<file path="src/hdl/hmwc_pkg.sv">
package hmwc_pkg;

	// Register byte offsets on the APB
	localparam logic [7:0] WAKE_CTRL_STATUS_OFS  = 8'h00;
	localparam logic [7:0] WAKE_PRESCALE_OFS     = 8'h04;
	localparam logic [7:0] MAIN_CLK_CTRL_OFS     = 8'h08;
	localparam logic [7:0] POWER_STATUS_OFS      = 8'h0c;

	// Field positions in wake_ctrl_status_reg
	localparam int AUTO_WAKE_ENABLE_BIT  = 0;
	localparam int WAKE_RC_MEASURE_BIT   = 1;
	localparam int WAKE_ELAPSED_FLAG_BIT = 2;

	// Field positions in main_clk_ctrl_status_reg
	localparam int TIMEBASE_IRQ_ENABLE_BIT = 0;

	// Field positions in the power status register
	localparam int STATE_LSB       = 0;
	localparam int STARTUP_BUSY_BIT = 4;
	localparam int WAKE_BY_RESET_BIT = 5;

	// Values after reset, and the forbidden prescale value
	localparam logic [2:0] WAKE_CTRL_RESET  = 3'h0;
	localparam logic [7:0] PRESCALE_RESET   = 8'hff;
	localparam logic [7:0] PRESCALE_FORBID  = 8'h00;
	localparam logic       TIMEBASE_RESET   = 1'b0;

	// Halt opcode and the mask level forced on halt entry
	localparam logic [7:0] HALT_OPCODE      = 8'h8e;
	localparam logic [1:0] MASK_LEVEL_HALT  = 2'h2;

	// Oscillator stabilisation counts in processor cycles
	localparam int          STARTUP_W       = 13;
	localparam logic [12:0] STARTUP_LONG    = 13'h1000;
	localparam logic [12:0] STARTUP_SHORT   = 13'h0100;

	// Fixed divider on the wake RC clock
	localparam int         WAKE_DIV_W       = 6;
	localparam logic [5:0] WAKE_DIV_LAST    = 6'h3f;

	// Power states
	typedef enum logic [2:0] {
		HMWC_RUN         = 3'b000,
		HMWC_HALT        = 3'b001,
		HMWC_ACTIVE_HALT = 3'b010,
		HMWC_TIMED_HALT  = 3'b011,
		HMWC_STARTUP     = 3'b100
	} hmwc_state_t;

endpackage

</file>
<file path="src/hdl/hmwc_wake_timer.sv">
module hmwc_wake_timer
	import hmwc_pkg::*;
(
	input  wire logic       sys_clk,
	input  wire logic       sys_rst,
	input  wire logic       clk_en,
	input  wire logic       start,
	input  wire logic       run,
	input  wire logic       rc_tick,
	input  wire logic [7:0] prescale,
	output logic            elapsed
);

	logic [WAKE_DIV_W-1:0] div_cnt;
	logic [7:0]            pre_cnt;
	logic                  div_wrap;

	// One divided tick every 64 wake RC periods
	assign div_wrap = run && rc_tick && (div_cnt == WAKE_DIV_LAST);

	// Fixed divider, cleared on every entry so the first interval is whole
	always_ff @(posedge sys_clk)
	begin
		if (sys_rst)
			div_cnt <= '0;
		else if (clk_en)
		begin
			if (start)
				div_cnt <= '0;
			else if (run && rc_tick)
				div_cnt <= div_cnt + 6'h01;
		end
	end

	// Prescaler reloads from the programmed value on entry and counts down
	always_ff @(posedge sys_clk)
	begin
		if (sys_rst)
			pre_cnt <= PRESCALE_RESET;
		else if (clk_en)
		begin
			if (start)
				pre_cnt <= prescale;
			else if (div_wrap && pre_cnt != 8'h01)
				pre_cnt <= pre_cnt - 8'h01;
		end
	end

	// Terminal count of the prescaler ends the delay
	always_ff @(posedge sys_clk)
	begin
		if (sys_rst)
			elapsed <= 1'b0;
		else if (clk_en)
			elapsed <= !start && div_wrap && (pre_cnt == 8'h01);
	end

endmodule

</file>
<file path="src/hdl/hmwc_halt_ctrl.sv">
// Functional notes
// - Only halt-exit interrupts or reset leave halt
// - Push condition codes, load routine priority on service
// - Timebase enable picks plain or timebase-active halt
// - Timebase halt leaves on timebase, exit irq, reset
// - Reset exit from timebase halt waits startup count
// - Timebase halt entry forces mask 10b, pending wakes
// - Timebase halt keeps only oscillator and timebase clocked
// - Timebase halt enabled suppresses watchdog reset on halt
// - Auto wake without timebase enters timed wake halt
// - RC clock through divider and prescaler times delay
// - Delay end sets flag, irq, restarts oscillator, stabilises
// - Reading control status clears flag and wake irq
// - Measure mode routes RC clock to timer capture
// - Timed wake halt leaves on exit irq or reset
// - Timed wake halt entry forces mask 10b, pending wakes
// - Timed wake halt stops main oscillator and processing
// - Watchdog option decides reset instead of halt
// - Fixed divider divides the RC clock by 64
// - Prescaler divides by its value; zero is forbidden
//
// The address map and register access over APB were chosen for this implementation.
module hmwc_halt_ctrl
	import hmwc_pkg::*;
(
	input  wire logic        sys_clk,
	input  wire logic        sys_rst,
	input  wire logic        clk_en,
	input  wire logic        psel,
	input  wire logic        penable,
	input  wire logic        pwrite,
	input  wire logic [7:0]  paddr,
	input  wire logic [31:0] pwdata,
	output logic             pready,
	output logic [31:0]      prdata,
	output logic             pslverr,
	input  wire logic        instr_valid,
	input  wire logic [7:0]  instr_opcode,
	input  wire logic        halt_exit_irq,
	input  wire logic        timebase_irq,
	input  wire logic [1:0]  irq_sw_priority,
	input  wire logic        reset_req,
	input  wire logic        watchdog_active,
	input  wire logic        opt_long_startup,
	input  wire logic        watchdog_halt_option,
	input  wire logic        wake_rc_clk,
	output logic             cpu_stall,
	output logic             mask_force,
	output logic [1:0]       irq_mask_level,
	output logic             ccr_push,
	output logic             core_restart,
	output logic             watchdog_reset_req,
	output logic             main_osc_en,
	output logic             periph_clk_en,
	output logic             timebase_clk_en,
	output logic             wake_rc_en,
	output logic             wake_irq,
	output logic             timer_capture_input_one
);

	hmwc_state_t          state;
	hmwc_state_t          next_state;
	logic [2:0]           pin_meta;
	logic [2:0]           pin_sync;
	logic                 rc_last;
	logic                 rc_tick;
	logic                 auto_wake_enable;
	logic                 wake_rc_measure;
	logic                 wake_elapsed_flag;
	logic                 timebase_irq_enable;
	logic [7:0]           wake_prescale_reg;
	logic [STARTUP_W-1:0] startup_cnt;
	logic                 wake_by_reset;
	logic                 timer_start;
	logic                 timer_elapsed;
	logic                 halt_cmd;
	logic                 wdg_trip;
	logic                 apb_access;
	logic                 apb_done;
	logic                 wr_done;
	logic                 rd_clear;
	logic                 addr_ok;
	logic [31:0]          rd_word;

	// Pin inputs: RC clock and option byte bits pass two flops before use
	always_ff @(posedge sys_clk)
	begin
		if (sys_rst)
		begin
			pin_meta <= 3'h0;
			pin_sync <= 3'h0;
		end
		else if (clk_en)
		begin
			pin_meta <= {watchdog_halt_option, opt_long_startup, wake_rc_clk};
			pin_sync <= pin_meta;
		end
	end

	// Edge of the synchronised RC clock; only the second stage is looked at
	always_ff @(posedge sys_clk)
	begin
		if (sys_rst)
			rc_last <= 1'b0;
		else if (clk_en)
			rc_last <= pin_sync[0];
	end
	assign rc_tick = pin_sync[0] && !rc_last;

	// Halt is decoded from the opcode stream only in run
	assign halt_cmd = instr_valid && (instr_opcode == HALT_OPCODE) && (state == HMWC_RUN);

	// Watchdog reset replaces halt when the option asks, unless timebase halt is on
	assign wdg_trip = halt_cmd && watchdog_active && pin_sync[2] && !timebase_irq_enable;

	// Timer restarts on each entry into timed wake halt
	assign timer_start = halt_cmd && !wdg_trip && auto_wake_enable && !timebase_irq_enable;

	// Power state sequencing
	always_comb
	begin
		next_state = state;
		case (state)
			HMWC_RUN:
			begin
				if (halt_cmd && !wdg_trip)
				begin
					if (timebase_irq_enable)
						next_state = HMWC_ACTIVE_HALT;
					else if (auto_wake_enable)
						next_state = HMWC_TIMED_HALT;
					else
						next_state = HMWC_HALT;
				end
			end
			HMWC_HALT:
				// Other interrupt requests are not even looked at here
				if (halt_exit_irq || reset_req)
					next_state = HMWC_STARTUP;
			HMWC_ACTIVE_HALT:
			begin
				if (reset_req)
					next_state = HMWC_STARTUP;
				else if (timebase_irq || halt_exit_irq)
					next_state = HMWC_RUN;
			end
			HMWC_TIMED_HALT:
				if (timer_elapsed || halt_exit_irq || reset_req)
					next_state = HMWC_STARTUP;
			HMWC_STARTUP:
				if (startup_cnt == '0)
					next_state = HMWC_RUN;
			default:
				next_state = HMWC_RUN;
		endcase
	end

	always_ff @(posedge sys_clk)
	begin
		if (sys_rst)
			state <= HMWC_RUN;
		else if (clk_en)
			state <= next_state;
	end

	// Remember why the oscillator restarted, to pick reset or service at the end
	always_ff @(posedge sys_clk)
	begin
		if (sys_rst)
			wake_by_reset <= 1'b0;
		else if (clk_en && state != HMWC_STARTUP && next_state == HMWC_STARTUP)
			wake_by_reset <= reset_req;
	end

	// Stabilisation counter; the option byte picks 4096 or 256 cycles
	always_ff @(posedge sys_clk)
	begin
		if (sys_rst)
			startup_cnt <= '0;
		else if (clk_en)
		begin
			if (state != HMWC_STARTUP && next_state == HMWC_STARTUP)
				startup_cnt <= pin_sync[1] ? STARTUP_LONG - 13'h0001 : STARTUP_SHORT - 13'h0001;
			else if (state == HMWC_STARTUP && startup_cnt != '0)
				startup_cnt <= startup_cnt - 13'h0001;
		end
	end

	// Mask forcing on entry, and priority loading when a wake interrupt is serviced
	always_ff @(posedge sys_clk)
	begin
		if (sys_rst)
		begin
			mask_force     <= 1'b0;
			irq_mask_level <= MASK_LEVEL_HALT;
			ccr_push       <= 1'b0;
		end
		else if (clk_en)
		begin
			mask_force <= 1'b0;
			ccr_push   <= 1'b0;
			if (halt_cmd && !wdg_trip)
			begin
				mask_force     <= 1'b1;
				irq_mask_level <= MASK_LEVEL_HALT;
			end
			else if ((state == HMWC_ACTIVE_HALT && next_state == HMWC_RUN)
				|| (state == HMWC_STARTUP && next_state == HMWC_RUN && !wake_by_reset))
			begin
				// Core stacks the old codes and restores them on return
				ccr_push       <= 1'b1;
				mask_force     <= 1'b1;
				irq_mask_level <= irq_sw_priority;
			end
		end
	end

	// One-cycle requests to the core and to the watchdog
	always_ff @(posedge sys_clk)
	begin
		if (sys_rst)
		begin
			core_restart       <= 1'b0;
			watchdog_reset_req <= 1'b0;
		end
		else if (clk_en)
		begin
			core_restart       <= state == HMWC_STARTUP && next_state == HMWC_RUN && wake_by_reset;
			watchdog_reset_req <= wdg_trip;
		end
	end

	// Clock gating follows the next state so gates move with the transition
	always_ff @(posedge sys_clk)
	begin
		if (sys_rst)
		begin
			cpu_stall       <= 1'b0;
			main_osc_en     <= 1'b1;
			periph_clk_en   <= 1'b1;
			timebase_clk_en <= 1'b1;
			wake_rc_en      <= 1'b0;
		end
		else if (clk_en)
		begin
			cpu_stall       <= next_state != HMWC_RUN;
			main_osc_en     <= next_state != HMWC_HALT && next_state != HMWC_TIMED_HALT;
			periph_clk_en   <= next_state == HMWC_RUN;
			timebase_clk_en <= next_state == HMWC_RUN || next_state == HMWC_ACTIVE_HALT;
			// RC oscillator is kept off when nothing needs it, to save power
			wake_rc_en      <= next_state == HMWC_TIMED_HALT
				|| (next_state == HMWC_RUN && wake_rc_measure);
		end
	end

	// Measurement path to the 16-bit timer capture, only in run
	always_ff @(posedge sys_clk)
	begin
		if (sys_rst)
			timer_capture_input_one <= 1'b0;
		else if (clk_en)
			timer_capture_input_one <= pin_sync[0] && wake_rc_measure && state == HMWC_RUN;
	end

	// Wake delay timer on the synchronised RC edges
	hmwc_wake_timer u_wake_timer (
		.sys_clk  (sys_clk),
		.sys_rst  (sys_rst),
		.clk_en   (clk_en),
		.start    (timer_start),
		.run      (state == HMWC_TIMED_HALT),
		.rc_tick  (rc_tick),
		.prescale (wake_prescale_reg),
		.elapsed  (timer_elapsed)
	);

	// APB handshake: one wait cycle, answer registered
	assign apb_access = psel && penable && !pready;
	assign apb_done   = psel && penable && pready;
	assign wr_done    = apb_done && pwrite && !pslverr;
	assign rd_clear   = apb_done && !pwrite && !pslverr && (paddr == WAKE_CTRL_STATUS_OFS)
		&& prdata[WAKE_ELAPSED_FLAG_BIT];
	assign addr_ok    = paddr == WAKE_CTRL_STATUS_OFS || paddr == WAKE_PRESCALE_OFS
		|| paddr == MAIN_CLK_CTRL_OFS || paddr == POWER_STATUS_OFS;

	// Read mux; reserved bits read zero
	always_comb
	begin
		rd_word = 32'h0000_0000;
		case (paddr)
			WAKE_CTRL_STATUS_OFS:
				rd_word = {29'h0, wake_elapsed_flag, wake_rc_measure, auto_wake_enable};
			WAKE_PRESCALE_OFS:
				rd_word = {24'h0, wake_prescale_reg};
			MAIN_CLK_CTRL_OFS:
				rd_word = {31'h0, timebase_irq_enable};
			POWER_STATUS_OFS:
				rd_word = {26'h0, wake_by_reset, state == HMWC_STARTUP, 1'b0, state};
			default:
				rd_word = 32'h0000_0000;
		endcase
	end

	always_ff @(posedge sys_clk)
	begin
		if (sys_rst)
		begin
			pready  <= 1'b0;
			prdata  <= 32'h0000_0000;
			pslverr <= 1'b0;
		end
		else if (clk_en)
		begin
			pready  <= apb_access;
			pslverr <= apb_access && !addr_ok;
			if (apb_access)
				prdata <= pwrite ? 32'h0000_0000 : rd_word;
		end
	end

	// Software control bits
	always_ff @(posedge sys_clk)
	begin
		if (sys_rst)
		begin
			auto_wake_enable    <= WAKE_CTRL_RESET[AUTO_WAKE_ENABLE_BIT];
			wake_rc_measure     <= WAKE_CTRL_RESET[WAKE_RC_MEASURE_BIT];
			timebase_irq_enable <= TIMEBASE_RESET;
			wake_prescale_reg   <= PRESCALE_RESET;
		end
		else if (clk_en && wr_done)
		begin
			if (paddr == WAKE_CTRL_STATUS_OFS)
			begin
				auto_wake_enable <= pwdata[AUTO_WAKE_ENABLE_BIT];
				wake_rc_measure  <= pwdata[WAKE_RC_MEASURE_BIT];
			end
			if (paddr == MAIN_CLK_CTRL_OFS)
				timebase_irq_enable <= pwdata[TIMEBASE_IRQ_ENABLE_BIT];
			// A zero prescale is refused and the old value kept
			if (paddr == WAKE_PRESCALE_OFS && pwdata[7:0] != PRESCALE_FORBID)
				wake_prescale_reg <= pwdata[7:0];
		end
	end

	// Elapsed flag doubles as the wake interrupt; a new set beats the read clear
	always_ff @(posedge sys_clk)
	begin
		if (sys_rst)
		begin
			wake_elapsed_flag <= WAKE_CTRL_RESET[WAKE_ELAPSED_FLAG_BIT];
			wake_irq          <= 1'b0;
		end
		else if (clk_en)
		begin
			if (timer_elapsed)
			begin
				wake_elapsed_flag <= 1'b1;
				wake_irq          <= 1'b1;
			end
			else if (rd_clear)
			begin
				wake_elapsed_flag <= 1'b0;
				wake_irq          <= 1'b0;
			end
		end
	end

endmodule

</file>
<file path="config.mk">
export PLATFORM = sky130hd
export DESIGN_NAME = hmwc_halt_ctrl
export DESIGN_NICKNAME = d
export VERILOG_FILES = /design/src/hdl/hmwc_pkg.sv /design/src/hdl/hmwc_wake_timer.sv /design/src/hdl/hmwc_halt_ctrl.sv
export SDC_FILE = /design/constraint.sdc
export NUM_CORES = 1
export LEC_CHECK = 0
export BUFFER_PORTS_ARGS = -buffer_cell sky130_fd_sc_hd__buf_2
export CAP_MARGIN = 15
export CORE_ASPECT_RATIO = 0.7
export CORE_MARGIN = 2
export CORE_UTILIZATION = 45
export CTS_CLUSTER_DIAMETER = 30
export CTS_CLUSTER_SIZE = 25
export DETAILED_ROUTE_END_ITERATION = 12
export PLACE_DENSITY = 0.79
export SYNTH_ARGS = -nofsm -noshare
export SYNTH_HDL_FRONTEND = slang
export SYNTH_SLANG_ARGS = --single-unit
export TNS_END_PERCENT = 5
</file>
<file path="constraint.sdc">
create_clock -name sys_clk -period 1.9 [get_ports sys_clk]
set_input_delay 0.285 -clock sys_clk [delete_from_list [all_inputs] [get_ports sys_clk]]
set_output_delay 0.285 -clock sys_clk [all_outputs]
set_load 0.01 [all_outputs]
</file>
==> flow_metrics.env <==
export IMPL_power_density_mw_per_mm2=837
export IMPL_rrSetupSlack_ns=0.003
export IMPL_synth_largest_area_cell="dfxtp_1"
export IMPL_cellLeakagePower_nw=2.09
export IMPL_syn_area_mm2=0.00381
export IMPL_hold_ws_ns=0.174
export IMPL_hp_start="pwdata[2]"
export IMPL_clk_path_buf_depth=2
export IMPL_htreeDepth=3
export IMPL_setup_viol=0
export IMPL_synth_area_leaders="dfxtp_1 (38%), mux2i_1 (7.4%), buf_4 (4.9%)"
export IMPL_synth_most_common_cell="dfxtp_1"
export IMPL_ys_ff_latch=73
export IMPL_io_buffers=62
export IMPL_reg2reg_from="state[2]"
export IMPL_status="complete, no violations"
export IMPL_slowest_stage="or3b_2"
export IMPL_die_h_um=81.0
export IMPL_placed_cells=625
export IMPL_path_delay_family="simple AND/OR/NAND/NOR gates"
export IMPL_required_ns=2.11
export IMPL_async_flop_share=0
export IMPL_p_int_mw=3.02
export IMPL_worst_pin_slew_ns=0.577
export IMPL_critPathCaptureType="register"
export IMPL_p_clk_frac=0.457
export IMPL_min_period_ns=1.90
export IMPL_fin_area_mm2=0.00490
export IMPL_synth_top_cell_area_share=0.384
export IMPL_worst_r2r_path_depth=6
export IMPL_critPathBufInv=1
export IMPL_fin_cells=649
export IMPL_drt_iter0_drc=422
export IMPL_grt_ovfl_total=0
export IMPL_clk_latency_ns=0.34
export IMPL_clock_sinks=73
export IMPL_grt_usage=0.216
export IMPL_vdd_ir_drop_worst_mv=0.603
export IMPL_hold_class="input port to register"
export IMPL_clkTransAtPathRegs_ns=0.06
export IMPL_die_x_um=114
export IMPL_dr_pass1_iters=5
export IMPL_arrival_ns=2.10
export IMPL_die_area_mm2=0.00923
export IMPL_syn_inst=441
export IMPL_yosysSeqAreaShare=0.384
export IMPL_cts_tree="built"
export IMPL_largest_register="startup_cnt"
export IMPL_drt_total_wl_mm=10.8
export IMPL_n_antenna_cell=0
export IMPL_cts_root_buf="clkbuf_16"
export IMPL_syn2layout_area_growth_pct=28.5
export IMPL_drc=0
export IMPL_antenna_found_initial=0
export IMPL_maxCapViolations=0
export IMPL_slew_violations=0
export IMPL_dp_hpwl_mm=7.08
export IMPL_final_net_count=607
export IMPL_synth_common_cells="dfxtp_1 (73), nor2_1 (46), nand2_1 (39)"
export IMPL_ctsHoldBuffers=0
export IMPL_p_sw_mw=1.08
export IMPL_finalWeightedCongestion=0.861
export IMPL_clock_skew_ns=0.00788
export IMPL_drive_gt1_frac=0.298
export IMPL_start_util=0.457
export IMPL_critPathLaunchType="register"
export IMPL_min_delay_path_depth=3
export IMPL_path_class="register to register"
export IMPL_power_frac_seq=0.394
export IMPL_grt_pass1_vias=3250
export IMPL_vias=3771
export IMPL_max_slew_margin_rel=0.613
export IMPL_wl_per_cell_um=16.7
export IMPL_ys_warn_count=0
export IMPL_ant_nets=0
export IMPL_pre_cts_slack_ns=-0.235
export IMPL_grt_max_degree=36
export IMPL_largest_reg_flops=13
export IMPL_r2r_end="irq_mask_level[1]"
export IMPL_layout_setup_ws_ns=0.00318
export IMPL_hold_viol=0
export IMPL_io_pins=111
export IMPL_comb_power_share=0.149
export IMPL_place_area_mm2=0.00437
export IMPL_core_mm2=0.00834
export IMPL_path_cells="buf_6 -> or3b_2 -> a221oi_2 -> and2_4 -> and4b_1 -> o31ai_1"
export IMPL_rsz0062_at_grt="yes"
export IMPL_row_count=28
export IMPL_numCtsBuffers=9
export IMPL_grt_pass1_wl_mm=15.7
export IMPL_synth_edf_count=0
export IMPL_swShare=0.264
export IMPL_netlist_cell_type_count=65
export IMPL_critPathMaxStageDelay_ns=0.48
export IMPL_fmax_ghz=0.527
export IMPL_vias_per_cell=5.81
export IMPL_min_period_over_period=0.998
export IMPL_min_to="wake_prescale_reg[2]"
export IMPL_syn_area_per_cell_um2=8.64
export IMPL_synthFlopType="dfxtp_1"
export IMPL_critPathMaxFanout=8
[what timing repair did]
item,4_1_cts,5_1_grt
setup buffers,0,5
setup endpoints to repair,17,30
endpoints found under the hold margin,0,0
pin swaps,3,6
resized for setup,7,25
cloned,0,3
[layout by cell type (no fill, tap or decap), types with 4 or more instances in the layout]
master,n
o21ai_0,7
o21bai_1,4
conb_1,24
buf_4,36
buf_2,63
and3_1,5
o31ai_1,4
a22oi_1,7
a31oi_1,5
a21oi_1,32
inv_1,10
nor2_1,46
dfxtp_1,70
or4_1,5
buf_6,5
mux2i_1,28
nand4b_1,4
nand2_1,39
xor2_1,10
clkbuf_16,9
nand3_1,20
nand4_1,7
nor3_1,12
a22oi_2,6
[power by group through the flow]
stage | Clock [mW] | Sequential [mW] | Combinational, mW
4_1_cts | 1.89 | 1.61 | 0.525
6_report | 1.87 | 1.61 | 0.612
3_3_place_gp | 0 | 1.64 | 0.494
5_1_grt | 1.96 | 1.62 | 0.662
2_1_floorplan | 0 | 1.64 | 0.341
3_5_place_dp | 0 | 1.64 | 0.509
[worst reg2reg max path: stages, from the launching register on]
cell	delay, ns
dfxtp_2	0.35
buf_6	0.13
or3b_2	0.49
a221oi_2	0.32
and2_4	0.21
and4b_1	0.20
o31ai_1	0.07
[per-layer routing]
layer / routed length (um) / track usage / vias up
met3: 851 / 0.0679 / 30
met5: 0 / 0 / -
li1: - / - / 1755
met2: 5080 / 0.355 / 194
met4: 248 / 0.0610 / 0
met1: 4660 / 0.275 / 1792
[cells by family after synthesis]
family,synth area share
mux,0.0795
flops,0.384
simple gates,0.247
buf+inv,0.0851
xor+xnor,0.0276
compound gates,0.164
fa+ha+maj,0.0131
other cells,0.000984
[stage by stage]
step / TNS [ns] / power (mW) / utilization
2_1_floorplan: -1.61 / 1.98 / -
3_3_place_gp: -1.81 / 2.13 / 0.524
3_5_place_dp: -2.87 / 2.15 / 0.524
4_1_cts: -0.0485 / 4.03 / 0.568
5_1_grt: -0.938 / 4.24 / 0.587
6_report: 0 / 4.10 / 0.587
[cell type report]
class,count,area (um^2)
fillers,682,3440
multi-input cells,334,2230
clock buffers,9,225
repair buffers,106,682
flip-flops and latches,73,1470
well taps,105,131
clock inverters,7,103
inverters,15,56.3
[worst max path at each step]
stage	from	endpoint	slack [ns]	cells past startpoint
global placement	instr_opcode[0]	u_wake_timer.pre_cnt[1]	-0.18	8
finish	state[2]	irq_mask_level[1]	0.003	6
floorplan	state[2]	u_wake_timer.pre_cnt[0]	-0.17	6
detailed placement	instr_opcode[0]	u_wake_timer.pre_cnt[1]	-0.23	8
global route	startup_cnt[3]	startup_cnt[7]	-0.11	7
CTS	state[2]	irq_mask_level[1]	-0.04	6
(Power assumes the default switching activity.)
